<file path="src/shared/gmbc_pkg.sv">
package gmbc_pkg;

  // register byte addresses on the 2-wire register space
  localparam logic [15:0] ADDR_MODE_7_6 = 16'h1001;
  localparam logic [15:0] ADDR_MODE_5_4 = 16'h1002;
  localparam logic [15:0] ADDR_MODE_3_2 = 16'h1003;
  localparam logic [15:0] ADDR_MODE_1_0 = 16'h1004;
  localparam int          NUM_MODE_REGS = 4;

  // field layout inside one mode register
  localparam int          ODD_FIELD_LSB  = 4;
  localparam int          EVEN_FIELD_LSB = 0;
  localparam int          FIELD_W        = 4;
  localparam logic [7:0]  MODE_REG_RESET = 8'h00;
  localparam logic [7:0]  UNMAPPED_READ  = 8'h00;

  // synchroniser depth for pin inputs
  localparam int          SYNC_STAGES = 2;

  // default 7-bit device addresses of both 2-wire ports (arbitrary)
  localparam logic [6:0]  PRI_DEV_ADDR = 7'h2A;
  localparam logic [6:0]  SEC_DEV_ADDR = 7'h2B;

  typedef enum logic [3:0] {
    MODE_DISABLED   = 4'h0,
    MODE_DRIVE_LOW  = 4'h1,
    MODE_DRIVE_HIGH = 4'h2,
    MODE_BRIDGE_IN  = 4'h3,
    MODE_BRIDGE_OUT = 4'h4,
    MODE_SEC_CLOCK  = 4'h5,
    MODE_SEC_DATA   = 4'h6
  } gmbc_mode_t;

  typedef enum logic [2:0] {
    TWI_IDLE    = 3'b000,
    TWI_ADDR    = 3'b001,
    TWI_ACK     = 3'b010,
    TWI_RX      = 3'b011,
    TWI_TX      = 3'b100,
    TWI_HOSTACK = 3'b101
  } gmbc_twi_state_t;

endpackage : gmbc_pkg

</file>
<file path="src/hdl/gmbc_twi_slave.sv">
module gmbc_twi_slave #(
  parameter logic [6:0] DEV_ADDR = gmbc_pkg::PRI_DEV_ADDR
) (
  input  wire logic        clk,
  input  wire logic        rstn,
  input  wire logic        sclLevel,
  input  wire logic        sdaLevel,
  output logic             sdaOe,
  output logic [15:0]      regAddr,
  output logic [7:0]       wrData,
  output logic             wrStrobe,
  input  wire logic [7:0]  rdData
);

  gmbc_pkg::gmbc_twi_state_t state_q;
  logic        sclPrev_q;
  logic        sdaPrev_q;
  logic [3:0]  bitCnt_q;
  logic [7:0]  shift_q;
  logic [1:0]  byteIdx_q;
  logic        isRead_q;
  logic        afterAddr_q;

  logic sclRise, sclFall, startSeen, stopSeen;

  // levels arrive already synchronised, so edges may be taken here
  assign sclRise   = sclLevel & ~sclPrev_q;
  assign sclFall   = ~sclLevel & sclPrev_q;
  assign startSeen = sclLevel & sclPrev_q & sdaPrev_q & ~sdaLevel;
  assign stopSeen  = sclLevel & sclPrev_q & ~sdaPrev_q & sdaLevel;

  always_ff @(posedge clk or negedge rstn) begin
    if (!rstn) begin
      sclPrev_q <= 1'b1;
      sdaPrev_q <= 1'b1;
    end else begin
      sclPrev_q <= sclLevel;
      sdaPrev_q <= sdaLevel;
    end
  end

  // byte engine; no clock stretching, the bus master sets the pace
  always_ff @(posedge clk or negedge rstn) begin
    if (!rstn) begin
      state_q     <= gmbc_pkg::TWI_IDLE;
      bitCnt_q    <= 4'h0;
      shift_q     <= 8'h00;
      byteIdx_q   <= 2'h0;
      isRead_q    <= 1'b0;
      afterAddr_q <= 1'b0;
      sdaOe       <= 1'b0;
      regAddr     <= 16'h0000;
      wrData      <= 8'h00;
      wrStrobe    <= 1'b0;
    end else begin
      wrStrobe <= 1'b0;
      // step only after a data byte, so the write itself still sees the old address
      if (wrStrobe) begin
        regAddr <= regAddr + 16'h0001;
      end
      if (startSeen) begin
        state_q  <= gmbc_pkg::TWI_ADDR;
        bitCnt_q <= 4'h0;
        sdaOe    <= 1'b0;
      end else if (stopSeen) begin
        state_q <= gmbc_pkg::TWI_IDLE;
        sdaOe   <= 1'b0;
      end else begin
        case (state_q)
          gmbc_pkg::TWI_ADDR, gmbc_pkg::TWI_RX: begin
            if (sclRise && bitCnt_q < 4'h8) begin
              shift_q  <= {shift_q[6:0], sdaLevel};
              bitCnt_q <= bitCnt_q + 4'h1;
            end else if (sclFall && bitCnt_q == 4'h8) begin
              bitCnt_q <= 4'h0;
              if (state_q == gmbc_pkg::TWI_ADDR) begin
                // another device's address: stay off the bus
                if (shift_q[7:1] == DEV_ADDR) begin
                  isRead_q    <= shift_q[0];
                  afterAddr_q <= 1'b1;
                  byteIdx_q   <= 2'h0;
                  sdaOe       <= 1'b1;
                  state_q     <= gmbc_pkg::TWI_ACK;
                end else begin
                  state_q <= gmbc_pkg::TWI_IDLE;
                end
              end else begin
                afterAddr_q <= 1'b0;
                sdaOe       <= 1'b1;
                state_q     <= gmbc_pkg::TWI_ACK;
                case (byteIdx_q)
                  2'h0: regAddr[15:8] <= shift_q;
                  2'h1: regAddr[7:0]  <= shift_q;
                  default: begin
                    wrData   <= shift_q;
                    wrStrobe <= 1'b1;
                  end
                endcase
                if (byteIdx_q != 2'h2) begin
                  byteIdx_q <= byteIdx_q + 2'h1;
                end
              end
            end
          end
          gmbc_pkg::TWI_ACK: begin
            if (sclFall) begin
              if (afterAddr_q && isRead_q) begin
                shift_q  <= {rdData[6:0], 1'b0};
                sdaOe    <= ~rdData[7];
                bitCnt_q <= 4'h1;
                state_q  <= gmbc_pkg::TWI_TX;
              end else begin
                sdaOe   <= 1'b0;
                state_q <= gmbc_pkg::TWI_RX;
              end
            end
          end
          gmbc_pkg::TWI_TX: begin
            if (sclFall) begin
              if (bitCnt_q == 4'h8) begin
                sdaOe   <= 1'b0;
                state_q <= gmbc_pkg::TWI_HOSTACK;
              end else begin
                sdaOe    <= ~shift_q[7];
                shift_q  <= {shift_q[6:0], 1'b0};
                bitCnt_q <= bitCnt_q + 4'h1;
              end
            end
          end
          gmbc_pkg::TWI_HOSTACK: begin
            if (sclRise) begin
              regAddr <= regAddr + 16'h0001;
              // a not-acknowledge ends the read burst
              if (sdaLevel) begin
                state_q <= gmbc_pkg::TWI_IDLE;
              end else begin
                afterAddr_q <= 1'b1;
                isRead_q    <= 1'b1;
                state_q     <= gmbc_pkg::TWI_ACK;
              end
            end
          end
          default: begin
            sdaOe <= 1'b0;
          end
        endcase
      end
    end
  end

endmodule : gmbc_twi_slave

</file>
<file path="src/hdl/gmbc_top.sv">
// Behaviour
// each pin has a 4-bit mode: 0 off, 1 drive low, 2 drive high
// mode 3 sends pin level to remote; mode 4 drives pin from remote level
// mode 5 is secondary 2-wire clock line, mode 6 its data line
// software never writes mode values 7 to 15; they act as disabled here
// all mode fields reset to zero, every pin disabled
// two fields per byte, odd pin high nibble, registers 7/6 to 1/0 ascending
// bridged input level is sampled once per side-link poll
// sample spacing follows the poll strobe, however long each poll takes
// first companion type: pin 1 goes to remote slot 4, pin 0 to slot 3
// second companion: pins 0/1 on lane 0, pins 2/3 from selected lane; here all pins latch from the selected lane only
// bridged UART baud rate is chosen against the poll interval
// secondary 2-wire port reaches the registers independently of primary
// disabled pin is not driven and its input is ignored
module gmbc_top #(
  parameter int         PINS         = 8,
  parameter logic [6:0] PRI_ADDR     = gmbc_pkg::PRI_DEV_ADDR,
  parameter logic [6:0] SEC_ADDR     = gmbc_pkg::SEC_DEV_ADDR
) (
  input  wire logic             clk,
  input  wire logic             rstn,
  input  wire logic             sclIn,
  input  wire logic             sdaIn,
  output logic                  sdaOut,
  output logic                  sdaOe,
  input  wire logic [PINS-1:0]  gpioIn,
  output logic      [PINS-1:0]  gpioOut,
  output logic      [PINS-1:0]  gpioOe,
  input  wire logic             companionType,
  input  wire logic             pollStrobe,
  input  wire logic             pollLane,
  input  wire logic             rxLaneSel,
  input  wire logic [PINS-1:0]  rxLevels,
  output logic      [PINS-1:0]  remoteTx
);

  logic [7:0]      modeReg_q [gmbc_pkg::NUM_MODE_REGS];
  logic [PINS-1:0] pinSync1_q, pinSync2_q;
  logic [1:0]      twiSync1_q, twiSync2_q;
  logic [PINS-1:0] rxLatched_q;
  logic [PINS-1:0] sampled;
  logic            secScl, secSda;
  logic            priSdaOe, secSdaOe;
  logic [15:0]     priAddr, secAddr;
  logic [7:0]      priWrData, secWrData, priRdData, secRdData;
  logic            priWr, secWr;

  // register index from byte address; -1 marks an unmapped address
  function automatic int regIndex(input logic [15:0] addr);
    case (addr)
      gmbc_pkg::ADDR_MODE_7_6: regIndex = 0;
      gmbc_pkg::ADDR_MODE_5_4: regIndex = 1;
      gmbc_pkg::ADDR_MODE_3_2: regIndex = 2;
      gmbc_pkg::ADDR_MODE_1_0: regIndex = 3;
      default:                 regIndex = -1;
    endcase
  endfunction : regIndex

  // mode field of pin p: pin 7/6 in register 0, odd pin in high nibble
  function automatic logic [3:0] pinMode(input int p, input logic [7:0] r);
    pinMode = p[0] ? r[gmbc_pkg::ODD_FIELD_LSB +: gmbc_pkg::FIELD_W]
                   : r[gmbc_pkg::EVEN_FIELD_LSB +: gmbc_pkg::FIELD_W];
  endfunction : pinMode

  function automatic logic [7:0] readReg(input logic [15:0] addr,
                                         input logic [7:0] r0, input logic [7:0] r1,
                                         input logic [7:0] r2, input logic [7:0] r3);
    case (regIndex(addr))
      0:       readReg = r0;
      1:       readReg = r1;
      2:       readReg = r2;
      3:       readReg = r3;
      default: readReg = gmbc_pkg::UNMAPPED_READ;
    endcase
  endfunction : readReg

  // two-stage synchronisers for every pin that reaches logic
  always_ff @(posedge clk or negedge rstn) begin
    if (!rstn) begin
      pinSync1_q <= '0;
      pinSync2_q <= '0;
      twiSync1_q <= 2'b11;
      twiSync2_q <= 2'b11;
    end else begin
      pinSync1_q <= gpioIn;
      pinSync2_q <= pinSync1_q;
      twiSync1_q <= {sclIn, sdaIn};
      twiSync2_q <= twiSync1_q;
    end
  end

  // secondary port lines: lowest pin in each mode wins, idle high otherwise
  always_comb begin
    secScl = 1'b1;
    secSda = 1'b1;
    for (int p = PINS - 1; p >= 0; p--) begin
      if (pinMode(p, modeReg_q[3 - p / 2]) == gmbc_pkg::MODE_SEC_CLOCK) begin
        secScl = pinSync2_q[p];
      end
      if (pinMode(p, modeReg_q[3 - p / 2]) == gmbc_pkg::MODE_SEC_DATA) begin
        secSda = pinSync2_q[p];
      end
    end
  end

  gmbc_twi_slave #(
    .DEV_ADDR (PRI_ADDR)
  ) u_primary (
    .clk      (clk),
    .rstn     (rstn),
    .sclLevel (twiSync2_q[1]),
    .sdaLevel (twiSync2_q[0]),
    .sdaOe    (priSdaOe),
    .regAddr  (priAddr),
    .wrData   (priWrData),
    .wrStrobe (priWr),
    .rdData   (priRdData)
  );

  // an independent engine, so two processors never share state
  gmbc_twi_slave #(
    .DEV_ADDR (SEC_ADDR)
  ) u_secondary (
    .clk      (clk),
    .rstn     (rstn),
    .sclLevel (secScl),
    .sdaLevel (secSda),
    .sdaOe    (secSdaOe),
    .regAddr  (secAddr),
    .wrData   (secWrData),
    .wrStrobe (secWr),
    .rdData   (secRdData)
  );

  assign priRdData = readReg(priAddr, modeReg_q[0], modeReg_q[1], modeReg_q[2], modeReg_q[3]);
  assign secRdData = readReg(secAddr, modeReg_q[0], modeReg_q[1], modeReg_q[2], modeReg_q[3]);
  assign sdaOut    = 1'b0;
  assign sdaOe     = priSdaOe;

  // mode registers; same-cycle writes to one register: primary wins
  always_ff @(posedge clk or negedge rstn) begin
    if (!rstn) begin
      for (int i = 0; i < gmbc_pkg::NUM_MODE_REGS; i++) begin
        modeReg_q[i] <= gmbc_pkg::MODE_REG_RESET;
      end
    end else begin
      for (int i = 0; i < gmbc_pkg::NUM_MODE_REGS; i++) begin
        if (priWr && regIndex(priAddr) == i) begin
          modeReg_q[i] <= priWrData;
        end else if (secWr && regIndex(secAddr) == i) begin
          modeReg_q[i] <= secWrData;
        end
      end
    end
  end

  // pin drivers; reserved codes fall into the default and float the pin
  always_ff @(posedge clk or negedge rstn) begin
    if (!rstn) begin
      gpioOut <= '0;
      gpioOe  <= '0;
    end else begin
      for (int p = 0; p < PINS; p++) begin
        case (pinMode(p, modeReg_q[3 - p / 2]))
          gmbc_pkg::MODE_DRIVE_LOW: begin
            gpioOut[p] <= 1'b0;
            gpioOe[p]  <= 1'b1;
          end
          gmbc_pkg::MODE_DRIVE_HIGH: begin
            gpioOut[p] <= 1'b1;
            gpioOe[p]  <= 1'b1;
          end
          gmbc_pkg::MODE_BRIDGE_OUT: begin
            gpioOut[p] <= rxLatched_q[p];
            gpioOe[p]  <= 1'b1;
          end
          gmbc_pkg::MODE_SEC_DATA: begin
            gpioOut[p] <= 1'b0;
            gpioOe[p]  <= secSdaOe;
          end
          default: begin
            gpioOut[p] <= 1'b0;
            gpioOe[p]  <= 1'b0;
          end
        endcase
      end
    end
  end

  // only bridged-input pins contribute; disabled pins read as zero
  always_comb begin
    for (int p = 0; p < PINS; p++) begin
      sampled[p] = (pinMode(p, modeReg_q[3 - p / 2]) == gmbc_pkg::MODE_BRIDGE_IN)
                   & pinSync2_q[p];
    end
  end

  // one sample per poll; a slow remote transaction only delays the strobe
  always_ff @(posedge clk or negedge rstn) begin
    if (!rstn) begin
      remoteTx <= '0;
    end else if (pollStrobe) begin
      if (!companionType) begin
        remoteTx <= {sampled[7:5], sampled[1], sampled[0], sampled[2], 2'b00};
      end else begin
        remoteTx <= sampled;
      end
    end
  end

  // remote levels; the second companion only updates from the chosen lane
  always_ff @(posedge clk or negedge rstn) begin
    if (!rstn) begin
      rxLatched_q <= '0;
    end else if (pollStrobe && (!companionType || pollLane == rxLaneSel)) begin
      rxLatched_q <= rxLevels;
    end
  end

  a_reset_disabled: assert property (@(posedge clk)
    $rose(rstn) |-> gpioOe == '0 && remoteTx == '0)
    else $error("pins not disabled after reset");

  a_drive_low: assert property (@(posedge clk) disable iff (!rstn)
    pinMode(0, modeReg_q[3]) == gmbc_pkg::MODE_DRIVE_LOW |=> gpioOe[0] && !gpioOut[0])
    else $error("pin 0 not driven low");

  a_drive_high: assert property (@(posedge clk) disable iff (!rstn)
    pinMode(7, modeReg_q[0]) == gmbc_pkg::MODE_DRIVE_HIGH |=> gpioOe[7] && gpioOut[7])
    else $error("pin 7 not driven high");

  a_disabled_float: assert property (@(posedge clk) disable iff (!rstn)
    pinMode(2, modeReg_q[2]) == gmbc_pkg::MODE_DISABLED ##1 pollStrobe
    && pinMode(2, modeReg_q[2]) == gmbc_pkg::MODE_DISABLED |=> !gpioOe[2])
    else $error("disabled pin driven");

  a_bridge_out: assert property (@(posedge clk) disable iff (!rstn)
    (pinMode(4, modeReg_q[1]) == gmbc_pkg::MODE_BRIDGE_OUT) [*2]
    |-> gpioOut[4] == $past(rxLatched_q[4]))
    else $error("bridged output not following remote");

  a_poll_hold: assert property (@(posedge clk) disable iff (!rstn)
    !pollStrobe |=> $stable(remoteTx))
    else $error("remote level changed without a poll");

  a_map_first: assert property (@(posedge clk) disable iff (!rstn)
    pollStrobe && !companionType |=> remoteTx[4] == $past(sampled[1])
    && remoteTx[3] == $past(sampled[0]))
    else $error("first companion mapping wrong");

  a_lane_select: assert property (@(posedge clk) disable iff (!rstn)
    pollStrobe && companionType && pollLane != rxLaneSel |=> $stable(rxLatched_q))
    else $error("unselected lane updated bridged outputs");

  a_sec_write: assert property (@(posedge clk) disable iff (!rstn)
    secWr && !priWr && regIndex(secAddr) == 3 |=> modeReg_q[3] == $past(secWrData))
    else $error("secondary port write lost");

endmodule : gmbc_top

</file>
<file path="config.mk">
export PLATFORM = sky130hd
export DESIGN_NAME = gmbc_top
export DESIGN_NICKNAME = d
export VERILOG_FILES = /design/src/shared/gmbc_pkg.sv /design/src/hdl/gmbc_twi_slave.sv /design/src/hdl/gmbc_top.sv
export SDC_FILE = /design/constraint.sdc
export NUM_CORES = 1
export LEC_CHECK = 0
export BUFFER_PORTS_ARGS = -buffer_cell sky130_fd_sc_hd__buf_2
export CORE_ASPECT_RATIO = 1.75
export CORE_MARGIN = 2
export CORE_UTILIZATION = 50
export DETAILED_ROUTE_END_ITERATION = 7
export MAX_ROUTING_LAYER = met4
export PLACE_DENSITY = 0.67
export SLEW_MARGIN = 20
export SYNTH_ARGS = -nofsm -noshare
export SYNTH_HDL_FRONTEND = slang
export SYNTH_SLANG_ARGS = --single-unit
</file>
<file path="constraint.sdc">
create_clock -name clk -period 3 [get_ports clk]
set_input_delay 0.15 -clock clk [delete_from_list [all_inputs] [get_ports clk]]
set_output_delay 0.15 -clock clk [all_outputs]
set_load 0.03 [all_outputs]
</file>
==> out/summary.txt <==
Vias/cell: 6.221
Worst Path Max Fanout: 7
Post-CTS Resized: 0
Num ports: 50
Top cell type's share of synthesized area: 0.3968
Register Area: 4464 sq um
Post-CTS Setup Bufs: 0
Initial antenna violation count: 0
Leakage power: 5.413 nW
Port Buf Inserts: 48
Busiest grt layer: met2
Initial cell density of the core: 0.5121
Via count: 9698
Final Setup Violations: 0
Share of cells above drive strength 1: 0.1714
Ys Warns: 0
Worst-margin pin slew: 0.7913 ns
M2 GR Usage: 0.5588
Chip width: 114.7 microns
Primary FF master, synth: dfrtp_1
XOR/XNOR Fraction of Synth Area: 0.03840
GRT Util Overall: 0.3222
RSZ-0062 raised after global routing: false
Area Overhead vs Synth: 15.59%
Crit path time final: 2.809 ns
Die ar.: 22670 sq um
Fin. max-slew vios: 0
Status: completed
Worst path top cell family by delay: simple AND/OR/NAND/NOR gates
WS Path Type: reg2reg
Post-DP HPWL: 25100 microns
Fillers: 1884
CP startpoint kind: register
Worst Path Buf+Inv: 1
Final period utilization: 0.9362
WL final: 34130 microns
Register area share after synthesis: 0.4164
NumNets Final: 1336
Max incr delay on CP: 0.63 ns
Placer Congestion: 0.9799
Die Y: 197.7 microns
Met1 Track Usage GR: 0.3078
Grt total ovfl: 0
Post-CTS Hold Buffers: 20
Crit end category: register
N_diodes: 0
Longest Clk Path Bufs: 2
Power per cell area: 424.1 nW/um^2
Achievable Freq: 356.0 MHz
Mapped Avg Cell Area: 8.934 sq um
Main combinational cell family by area after synthesis: simple AND/OR/NAND/NOR gates
CP Cell Sequence: or4_1 > or4_1 > nor4b_4 > buf_4 > a22oi_1 > a21oi_1 > a21oi_1 > o21ai_0
Antenna-violating nets left: 0
Synth top area cells: dfrtp_1 (40%), a21oi_1 (6.2%), nand2_1 (4.3%)
Commonest non-fill, non-tap cells in the layout: dfrtp_1 (170), a21oi_1 (133), nand2_1 (122), nor2_1 (120), buf_4 (85)
Worst IR Drop VDD: 0.0004328 V
H-tree depth: 4
Worst Path Arrival: 3.18 ns
Mux cell area share after synthesis: 0.06396
Fraction of registers with async set/reset: 1.000
Core box area: 20930 sq um
Most common cell after layout, fill and taps aside: dfrtp_1
Drt pass-1 iters: 7
GRT met3 Usage: 0.05632
First-pass GRT wire length: 53720 microns
Total clock sinks: 178
Vias in the first global route: 9766
Max-slew headroom: 0.4653
Clk_skew: 0.01264 ns
Yosys reg bits: 178
Total Power: 5.256 mW
CTS tree: built
Residual DRC: 0
Row count: 70
Number of synthesized flops with an enable pin: 0
MaxCap Viol Count: 0
Pin count of the biggest net entering global routing: 83
Cell taking the most area after synthesis: dfrtp_1
Slowest stage cell on the critical path: or4_1
Num CTS Buffers: 17
Post-Syn Instances: 1200
Simple-Gate Fraction of Synth Area: 0.2113
Initial drt markers: 805
Synth Area in Compound Gates: 0.2058
CTS root buf: clkbuf_16
Clk Latency, worst-skew pair: 0.45 ns
Post-Synth Adder-Cell Area: 0.02101
WL per Instance: 21.89 microns
Hold crit path type: in2reg
Area of the multi-input gates: 5797 sq um
CP required: 3.37 ns
Setup TNS after final layout: 0 ns
Synth Cell Area: 10720 sq um
Clk pin slew, worst setup/hold paths: 0.08 ns
Post-Syn Nets: 1242
Final number of hold-violating endpoints: 0
Library cells used by synthesis: 83
sequential cells by signal, indices dropped and copies added, names as in the netlist, 2 cells and up:
signal,cells
u_secondary.shift_q,8
gpioOe,8
u_primary.shift_q,8
u_primary.bitCnt_q,4
u_secondary.wrData,8
modeReg_q,32
pinSync1_q,8
u_secondary.state_q,3
u_secondary.regAddr,16
u_secondary.byteIdx_q,2
remoteTx,8
u_primary.wrData,8
u_secondary.bitCnt_q,4
rxLatched_q,8
u_primary.state_q,3
pinSync2_q,8
gpioOut,8
twiSync1_q,2
u_primary.regAddr,16
u_primary.byteIdx_q,2
twiSync2_q,2
cells in the mapped netlist (4+ instances only):
master     number
or3_1           6
a21oi_1       133
nand2b_1       12
nor3b_1         4
mux2i_1        37
nor4_1         10
o21ai_1         4
nor2_1        120
o21ai_0        66
inv_1          28
o31ai_1        11
or4_1           4
nor3_1         31
nand4bb_1       4
buf_4           6
a211oi_1       23
nand4_1        13
o311a_1         4
and3_1         15
xor2_1         34
a21o_1          5
nor4bb_1       10
o22ai_1        21
nand3b_1        7
buf_2          14
nand2_1       122
a31oi_1         5
a22oi_1        32
a221oi_1        4
clkbuf_1       52
nor2b_1        21
nand3_1        19
nor4b_4         4
a211o_1         4
dfstp_2         8
nor4b_1         5
mux2_2         28
ha_1           18
dfrtp_1       170
o21a_1          8
and2_1          6
xnor2_1        13
path summary, 6_finish.rpt:
check / from / end / slack [ns] / cells after the start
min in group asynchronous: rstn / pinSync2_q[7]$_DFF_PN0_ / 0.30 / 2
max: u_secondary.regAddr[10]$_DFF_PN0_ / u_secondary.shift_q[4]$_DFFE_PN0P_ / 0.19 / 8
min reg2reg: pinSync1_q[3]$_DFF_PN0_ / pinSync2_q[3]$_DFF_PN0_ / 0.35 / 0
min: pollStrobe / remoteTx[5]$_DFFE_PN0P_ / 0.1 / 3
max in group asynchronous: rstn / u_primary.wrData[3]$_DFFE_PN0P_ / 1.71 / 3
max reg2reg: u_secondary.regAddr[10]$_DFF_PN0_ / u_secondary.shift_q[4]$_DFFE_PN0P_ / 0.19 / 8
layer usage:
layer,vias to the layer above,wire length (microns)
met5,-,0
li1,4520,-
met4,0,3216
met1,4658,11500
met2,345,17890
met3,175,1524
power by group:
part,internal (mW),switching (mW)
logic,0.126,0.188
clock network,1.21,1.07
registers,2.49,0.163
cell families (layout without fill, tap and decap cells):
logic type               after synthesis  count (layout)
adder cells (fa/ha/maj)               18              18
AO/OA/AOI/OAI                        352             352
multiplexers                          65              65
other                                  1               1
buffers and inverters                107             214
AND/OR/NAND/NOR                      432             432
XOR/XNOR                              47              47
flip-flops                           178             178
worst min-delay path: cells and delay by family:
kind | cells | cell delay, ns
buffers and inverters | 1 | 0.19
AND/OR/NAND/NOR | 1 | 0.09
AO/OA/AOI/OAI | 1 | 0.06
final cells by class:
type                            count  share of cell area
Clock inverter                     14             0.01343
Sequential cell                   178              0.3603
Timing Repair Buffer              154             0.08916
Multi-Input combinational cell    915              0.4678
Inverter                           28            0.008481
Clock buffer                       18             0.03544
Tap cell                          252             0.02544
per-stage QoR:
step	hold slack, ns	cell area (sq um)	instances	util	setup WS (ns)
global route	0.1345	12390	1559	0.5920	0.01135
finish	0.09860	12390	1559	0.5920	0.1914
floorplan	-0.1456	10720	1200	-	0.3725
CTS	0.08394	12390	1559	0.5920	0.2183
detailed placement	0.2459	11590	1507	0.5535	0.2506
global placement	0.2411	11590	1507	0.5535	0.2835
Power figures use the tool's default switching activity.
